==> config.mk <==
export PLATFORM = sky130hd
export DESIGN_NAME = ccm_top
export DESIGN_NICKNAME = d
export VERILOG_FILES = /design/src/design/ccm_pkg.sv /design/src/design/ccm_top.sv
export VERILOG_INCLUDE_DIRS = /design/src /design/src/design
export SDC_FILE = /design/constraint.sdc
export NUM_CORES = 1
export LEC_CHECK = 0
export BUFFER_PORTS_ARGS = -buffer_cell sky130_fd_sc_hd__buf_2
export CORE_ASPECT_RATIO = 1.1
export CORE_MARGIN = 4
export CORE_UTILIZATION = 50
export CTS_CLUSTER_SIZE = 10
export DETAILED_ROUTE_END_ITERATION = 8
export GPL_ROUTABILITY_DRIVEN = 0
export GPL_TIMING_DRIVEN = 0
export PLACE_DENSITY = 0.71
export SYNTH_ARGS = -nofsm -noshare
export SYNTH_HDL_FRONTEND = slang
export SYNTH_SLANG_ARGS = --single-unit
==> constraint.sdc <==
create_clock -name clk -period 1 [get_ports clk]
set_input_delay 0.2 -clock clk [delete_from_list [all_inputs] [get_ports clk]]
set_output_delay 0.2 -clock clk [all_outputs]
set_load 0.01 [all_outputs]
==> src/design/ccm_cfg.svh <==
// constants of the cpu clock mode selector and oscillator watchdog
// assumes a single 100 MHz system clock samples every pin of the block
`ifndef CCM_CFG_SVH
`define CCM_CFG_SVH
// ==========================================================
// strap codes
`define CCM_STRAP_RESET 3'h7
`define CCM_CODE_X4 3'h7
`define CCM_CODE_X3 3'h6
`define CCM_CODE_X8 3'h5
`define CCM_CODE_X5 3'h4
`define CCM_CODE_DIRECT 3'h3
`define CCM_CODE_X10 3'h2
`define CCM_CODE_PRESCALE 3'h1
`define CCM_CODE_X16 3'h0
// ==========================================================
// factors and watchdog counts
`define CCM_FACTOR_RESET 5'h04
`define CCM_OWD_LAST 5'h0F
`define CCM_CNT_ZERO 5'h00
`define CCM_CNT_ONE 5'h01
`endif

==> src/design/ccm_pkg.sv <==
// types of the cpu clock mode selector and oscillator watchdog
// assumes ccm_cfg.svh holds the numeric constants
package ccm_pkg;
  // ========================================================
  // clock generation mechanism
  typedef enum logic [1:0] {CCM_PLL, CCM_DIRECT, CCM_PRESCALE} ccm_mode_e;
  // ========================================================
  // controls towards the analog PLL and oscillator
  typedef struct packed {
    logic pll_power_on;   // PLL powered
    logic pll_free_run;   // PLL at free-running frequency
    logic osc_amp_bypass; // oscillator amplifier bypassed
    logic [4:0] factor;   // multiply factor for PLL modes
    logic pll_resync;     // pulse: resync to input clock
  } ccm_ana_s;
  // ========================================================
  // whole block state
  typedef struct packed {
    logic started;        // straps captured
    logic [2:0] strap;    // captured clock mode strap bits
    ccm_mode_e mode;      // decoded mechanism
    logic xtal_q;         // previous crystal input level
    logic pll_q;          // previous PLL free-running level
    logic [4:0] owd_cnt;  // watchdog counter
    logic failed;         // input clock failure seen
    logic switched;       // cpu clock now from PLL free run
    logic cpu_clk;        // cpu clock output
    logic [4:0] sync_cnt; // input transitions since resync
    logic irq;            // watchdog interrupt request
    ccm_ana_s ana;        // analog controls
  } ccm_state_s;
endpackage : ccm_pkg

==> src/design/ccm_top.sv <==
// cpu clock mode selection and oscillator watchdog
// assumes all inputs are synchronous to clk and the PLL levels arrive
// sampled; the cpu clock is produced as a registered level
`timescale 1ns/1ns
`include "ccm_cfg.svh"
module ccm_top (
  // clock and reset
  input wire logic clk,
  input wire logic rst_n,
  // pins and oscillator levels
  input wire logic [2:0] clock_mode_strap_pins,
  input wire logic crystal_input_pin,
  input wire logic pll_free_clk,
  input wire logic pll_mult_clk,
  // system configuration bit and interrupt acknowledge
  input wire logic osc_watchdog_disable,
  input wire logic owd_irq_clear,
  // cpu clock and status
  output logic cpu_clk,
  output logic owd_irq,
  output logic clk_failed,
  // analog controls
  output ccm_pkg::ccm_ana_s ana
);
  // ========================================================
  // decode helpers
  function automatic logic [4:0] ccm_factor(input logic [2:0] c);
    logic [4:0] f;
    f = `CCM_FACTOR_RESET;
    case (c)
      `CCM_CODE_X4: f = 5'h04;
      `CCM_CODE_X3: f = 5'h03;
      `CCM_CODE_X8: f = 5'h08;
      `CCM_CODE_X5: f = 5'h05;
      `CCM_CODE_DIRECT: f = 5'h01;
      `CCM_CODE_X10: f = 5'h0A;
      `CCM_CODE_PRESCALE: f = 5'h01;
      default: f = 5'h10;
    endcase
    return f;
  endfunction : ccm_factor

  function automatic ccm_pkg::ccm_mode_e ccm_mode(input logic [2:0] c);
    ccm_pkg::ccm_mode_e m;
    m = ccm_pkg::CCM_PLL;
    if (c == `CCM_CODE_DIRECT) begin
      m = ccm_pkg::CCM_DIRECT;
    end else if (c == `CCM_CODE_PRESCALE) begin
      m = ccm_pkg::CCM_PRESCALE;
    end
    return m;
  endfunction : ccm_mode

  // ========================================================
  // reset release through two flip-flops
  // only the second flop feeds the state, so a late release cannot split it
  logic [1:0] rst_ff_r; // release shift chain
  logic rst_s_n;        // synchronised reset
  always_ff @(posedge clk or negedge rst_n) begin
    if (!rst_n) begin
      rst_ff_r <= 2'h0;
    end else begin
      rst_ff_r <= {rst_ff_r[0], 1'b1};
    end
  end
  assign rst_s_n = rst_ff_r[1];

  // ========================================================
  // next state
  ccm_pkg::ccm_state_s st_r;   // registered state
  ccm_pkg::ccm_state_s st_nxt; // next state
  logic xtal_tr;  // any input clock transition
  logic xtal_rise; // input clock rising edge
  logic pll_rise; // PLL free-running rising edge
  logic pll_tr;   // PLL free-running transition
  logic owd_en;   // watchdog active

  always_comb begin
    st_nxt = st_r;
    xtal_tr = crystal_input_pin != st_r.xtal_q;
    xtal_rise = crystal_input_pin && !st_r.xtal_q;
    pll_rise = pll_free_clk && !st_r.pll_q;
    pll_tr = pll_free_clk != st_r.pll_q;
    // watchdog only outside PLL modes and while not disabled
    owd_en = st_r.started && (st_r.mode != ccm_pkg::CCM_PLL)
             && !osc_watchdog_disable;
    st_nxt.xtal_q = crystal_input_pin;
    st_nxt.pll_q = pll_free_clk;
    st_nxt.ana.pll_resync = 1'b0;
    // first cycle after release captures the straps once
    if (!st_r.started) begin
      st_nxt.started = 1'b1;
      st_nxt.strap = clock_mode_strap_pins;
      st_nxt.mode = ccm_mode(clock_mode_strap_pins);
      st_nxt.ana.factor = ccm_factor(clock_mode_strap_pins);
    end
    // watchdog counter on PLL cycles, cleared by input transitions
    if (owd_en && !st_r.failed) begin
      if (xtal_tr) begin
        st_nxt.owd_cnt = `CCM_CNT_ZERO;
      end else if (pll_rise && st_r.owd_cnt == `CCM_OWD_LAST) begin
        st_nxt.failed = 1'b1;
        st_nxt.owd_cnt = `CCM_CNT_ZERO;
      end else if (pll_rise) begin
        st_nxt.owd_cnt = st_r.owd_cnt + `CCM_CNT_ONE;
      end
    end else if (!st_r.failed) begin
      st_nxt.owd_cnt = `CCM_CNT_ZERO;
    end
    // interrupt request: a new failure wins over the acknowledge
    if (owd_irq_clear) begin
      st_nxt.irq = 1'b0;
    end
    if (st_nxt.failed && !st_r.failed) begin
      st_nxt.irq = 1'b1;
    end
    // source switch waits for a PLL edge so no phase is cut short
    if (st_r.failed && !st_r.switched && pll_tr) begin
      st_nxt.switched = 1'b1;
    end
    // cpu clock per mechanism; both edges are exported as a level
    if (st_r.switched || st_nxt.switched) begin
      st_nxt.cpu_clk = pll_free_clk;
    end else if (st_r.failed) begin
      st_nxt.cpu_clk = st_r.cpu_clk; // hold until the PLL edge
    end else if (st_r.mode == ccm_pkg::CCM_DIRECT) begin
      st_nxt.cpu_clk = crystal_input_pin;
    end else if (st_r.mode == ccm_pkg::CCM_PRESCALE) begin
      if (xtal_rise) begin
        st_nxt.cpu_clk = !st_r.cpu_clk;
      end
    end else begin
      st_nxt.cpu_clk = pll_mult_clk;
      // resync once every factor input transitions
      if (xtal_tr) begin
        if (st_r.sync_cnt + `CCM_CNT_ONE >= st_r.ana.factor) begin
          st_nxt.sync_cnt = `CCM_CNT_ZERO;
          st_nxt.ana.pll_resync = st_r.started;
        end else begin
          st_nxt.sync_cnt = st_r.sync_cnt + `CCM_CNT_ONE;
        end
      end
    end
    // analog controls
    st_nxt.ana.osc_amp_bypass = st_nxt.mode == ccm_pkg::CCM_DIRECT;
    st_nxt.ana.pll_free_run = st_nxt.mode != ccm_pkg::CCM_PLL;
    st_nxt.ana.pll_power_on = (st_nxt.mode == ccm_pkg::CCM_PLL)
      || !osc_watchdog_disable || st_nxt.switched;
  end

  // ========================================================
  // state register
  always_ff @(posedge clk or negedge rst_s_n) begin
    if (!rst_s_n) begin
      st_r <= '{started: 1'b0, strap: `CCM_STRAP_RESET, mode: ccm_pkg::CCM_PLL,
        xtal_q: 1'b0, pll_q: 1'b0, owd_cnt: `CCM_CNT_ZERO, failed: 1'b0,
        switched: 1'b0, cpu_clk: 1'b0, sync_cnt: `CCM_CNT_ZERO, irq: 1'b0,
        ana: '{pll_power_on: 1'b1, pll_free_run: 1'b0, osc_amp_bypass: 1'b0,
        factor: `CCM_FACTOR_RESET, pll_resync: 1'b0}};
    end else begin
      st_r <= st_nxt;
    end
  end

  // outputs straight from flip-flops
  assign cpu_clk = st_r.cpu_clk;
  assign owd_irq = st_r.irq;
  assign clk_failed = st_r.switched;
  assign ana = st_r.ana;
endmodule : ccm_top

==> summary.md <==
| Metric | Value |
|---|---|
| Outcome | complete, but fails checks |
| Violated checks | setup timing |
| DIE WIDTH | 61.94 µm |
| Worst-Margin Slew | 0.6166 ns |
| Fin crit share | 1.961 |
| Root Driver | clkbuf_4 |
| Lkg Pwr | 0.9826 nW |
| DP Cell Count | 214 |
| Clock buffer depth | 2 |
| Design Power | 3.635 mW |
| DRT Pass-1 Iters | 4 |
| Post-Route Setup TNS | -11.78 ns |
| Post-Layout Cell Count | 227 |
| Total track usage | 0.1871 |
| # IOs | 22 |
| DR vias/cell | 5.511 |
| Initial antenna violation count | 0 |
| Combinational share of power | 0.370 |
| TritonCTS buffer count | 5 |
| Skew-Pair Late Insertion Delay | 0.34 ns |
| Critical R2R Capture | st_r[12]$_DFFE_PN0P_ |
| Worst stage delay on the critical path | 0.53 ns |
| Synth warn | 0 |
| Required time of the critical path | around 1.3 ns |
| Total power density per cell area | 1694 nW/µm² |
| Int Pwr | 2.420 mW |
| Slowest cell on the critical path | or4_4 |
| Power share of the sequential group | 0.416 |
| Rows | 21 |
| Starting Density | 0.5250 |
| WHS Endpoint | st_r[24]$_DFF_PN0_ |
| Die Ht | 67.34 µm |
| Post-DP HPWL | 2.250 mm |
| Layout cells sized above 1 | 0.4560 |
| Post-synth cell types | 42 |
| Final net count | 215 |
| Number of global-route vias before repair | 1297 |
| Hold WS | 0.03447 ns |
| CTS tree | done |
| CTS H-tree depth | 2 |
| Part of the power in the clock network | 0.214 |
| RSZ-0062 raised after global routing | yes |
| Peak VDD IR | 0.001695 V |
| Die area | 4171 µm² |
| Switching part of the total | 0.3342 |
| Post-Route Utilization | 0.7040 |
| Fmax achieved | 510.1 MHz |
| #FFs+latches synth | 30 |
| First-pass GRT wire length | between 5 and 6 mm |
| PnR worst setup slack | -0.9606 ns |
| # diodes | 0 |
| I/O Buffers | 21 |
| Most frequent cells in the layout | dfrtp_1, buf_6, nand2_1, buf_2, inv_1 |
| FF-to-FF path depth | 6 |
| Max cap viols | 0 |
| Core Footprint | between 3000 and 4000 µm² |
| Setup violations, final | 28 |
| Final Hold Viols | 0 |
| CTS sink count | 30 |
| Crit path arrival time | 2.23 ns |
| Worst Setup End Kind | flip-flop |
| Setup CP Type | reg -> reg |
| Max-slew headroom | 0.5889 |
| Worst-path clk slew | approximately 0.090 ns |
| Switch Pwr | 1.215 mW |
| Reg-to-reg slack, setup | -0.96 ns |
| Mapped Cells | 158 |
| Post-DRT Antenna Nets | 0 |
| Crit path cell chain | inv_2, ha_4, or4_4, or3b_4, a221oi_2, a21o_1 |
| Routed len/inst | 15.08 µm |
| Gr ovfl total | 0 |
| Mapped Area | about 1600 µm² |
| Syn_area_per_cell | 10.13 µm² |
| Largest net degree at the start of global routing | 29 |
| Seq/Total Area, Yosys | 0.4707 |
| Min-delay src | crystal_input_pin |
| Most common cell after layout, fill and taps aside | dfrtp_1 |
| Layout area overhead | 34.09% |
| Worst clock skew | 0.01566 ns |
| Slew Limit Fails | 0 |
| Starting DRT DRC Count | 54 |
| Remaining DRCs | 0 |
| Cells on Worst Hold Path | 1 |
| Worst hold path class | in -> reg |
| Crit path time final | 1.961 ns |
| Critical path buffer and inverter count | 1 |
| CP Max Fanout | 4 |
| Critical path launch point type | flip-flop |
| RR Startpoint | st_r[24]$_DFF_PN0_ |
| DR vias | 1251 |
| Family with the most delay on the worst path | simple AND/OR/NAND/NOR gates |
| Post-Route WL | between 3 and 4 mm |
how the worst max path moves through the flow:
stage / startpoint / to / depth (start not counted)
2_1_floorplan: st_r[24]$_DFF_PN0_ / st_r[12]$_DFFE_PN0P_ / 7
3_3_place_gp: st_r[12]$_DFFE_PN0P_ / st_r[10]$_DFFE_PN0P_ / 7
3_5_place_dp: st_r[12]$_DFFE_PN0P_ / st_r[10]$_DFFE_PN0P_ / 7
4_1_cts: st_r[24]$_DFF_PN0_ / st_r[12]$_DFFE_PN0P_ / 7
5_1_grt: st_r[24]$_DFF_PN0_ / st_r[12]$_DFFE_PN0P_ / 6
6_report: st_r[24]$_DFF_PN0_ / st_r[12]$_DFFE_PN0P_ / 6
registers in the layout, indices dropped and copies added, names as in the netlist:
register	flops
ana	9
clk_failed	1
cpu_clk	1
owd_irq	1
rst_ff_r	2
st_r	16
cells in the mapped netlist:
| cell type | n | area (µm²) |
|---|---|---|
| xor2_1 | 1 | 8.760 |
| and3b_1 | 1 | 8.760 |
| ha_1 | 13 | 162.7 |
| o211ai_1 | 1 | 7.510 |
| mux2_2 | 1 | 11.26 |
| o21bai_1 | 2 | 15.01 |
| xnor2_1 | 3 | 26.28 |
| or3b_1 | 1 | 8.760 |
| a2111oi_0 | 1 | 8.760 |
| a22oi_1 | 1 | 7.510 |
| a221oi_2 | 1 | 15.01 |
| conb_1 | 1 | 3.750 |
| a21o_1 | 2 | 15.01 |
| nor2b_1 | 4 | 25.02 |
| o22ai_1 | 1 | 6.260 |
| a211oi_1 | 1 | 7.510 |
| nand3_1 | 6 | 30.03 |
| nand2b_1 | 7 | 43.79 |
| clkbuf_1 | 3 | 11.26 |
| or2_2 | 1 | 6.260 |
| nor3_1 | 1 | 5.000 |
| o41ai_1 | 1 | 8.760 |
| clkbuf_2 | 1 | 5.000 |
| dfstp_2 | 2 | 52.55 |
| nor3b_1 | 2 | 15.01 |
| nor2_1 | 4 | 15.01 |
| nand4_1 | 1 | 6.260 |
| or4_1 | 1 | 7.510 |
| a22o_1 | 3 | 26.28 |
| o31ai_1 | 2 | 15.01 |
| a221o_1 | 1 | 10.01 |
| o21ai_0 | 12 | 60.06 |
| dfrtp_1 | 28 | 700.7 |
| nor4bb_1 | 1 | 10.01 |
| buf_4 | 9 | 67.56 |
| inv_1 | 13 | 48.80 |
| or4bb_1 | 1 | 11.26 |
| nor4_1 | 1 | 6.260 |
| a21oi_1 | 7 | 35.03 |
| o2bb2ai_1 | 1 | 8.760 |
| nand3b_1 | 1 | 7.510 |
| nand2_1 | 13 | 48.80 |
area by class of cell:
cell class / instances / area, µm²
multi-input combinational: 103 / 902.1
fill: 227 / 902.1
sequential: 30 / 758.2
timing repair buffer: 33 / 269.0
buffer: 6 / 61.31
clock buffer: 6 / 51.30
inverter: 13 / 48.80
tap: 34 / 42.54
clock inverter: 2 / 12.51
through the flow:
stage	setup WS [ns]	area, µm²
finish	-0.9606	2146
global route	-1.016	2146
CTS	-1.095	2071
detailed placement	-1.153	1777
global placement	-1.074	1777
floorplan	-0.9708	1629
power by group through the flow:
| stage | sequential [mW] | clock (mW) | combinational, mW |
|---|---|---|---|
| 2_1_floorplan | 1.49 | 0 | 0.749 |
| 6_report | 1.51 | 0.778 | 1.35 |
| 3_5_place_dp | 1.53 | 0 | 0.966 |
| 4_1_cts | 1.52 | 0.804 | 1.18 |
| 5_1_grt | 1.53 | 0.868 | 1.47 |
| 3_3_place_gp | 1.52 | 0 | 0.918 |
per-layer routing:
| metal | routed length (µm) | global-route usage | vias to the layer above |
|---|---|---|---|
| met5 | 0 | 0 | - |
| met4 | 43 | 0.09284 | 0 |
| met3 | 93 | 0.04398 | 5 |
| met2 | 1858 | 0.3044 | 14 |
| met1 | 1427 | 0.2269 | 618 |
| li1 | - | - | 614 |
cell families (layout without fill, tap and decap cells):
logic type | Yosys count | count (layout) | synth area share
multiplexers | 1 | 1 | 0.007036
other | 1 | 2 | 0.002343
adder cells (fa/ha/maj) | 13 | 13 | 0.1016
buffers and inverters | 26 | 60 | 0.08287
XOR/XNOR | 4 | 4 | 0.02190
AND/OR/NAND/NOR | 46 | 46 | 0.1595
flip-flops | 30 | 30 | 0.4707
AO/OA/AOI/OAI | 37 | 37 | 0.1540
repair_timing:
action / 4_1_cts / 5_1_grt
setup endpoints to repair: 65 / 34
hold buffers: 1 / 0
setup buffers: 8 / 6
pin swaps: 14 / 7
endpoints found under the hold margin: 2 / 0
gates resized for setup: 50 / 15
No activity file was read; power rests on OpenSTA's default activity.
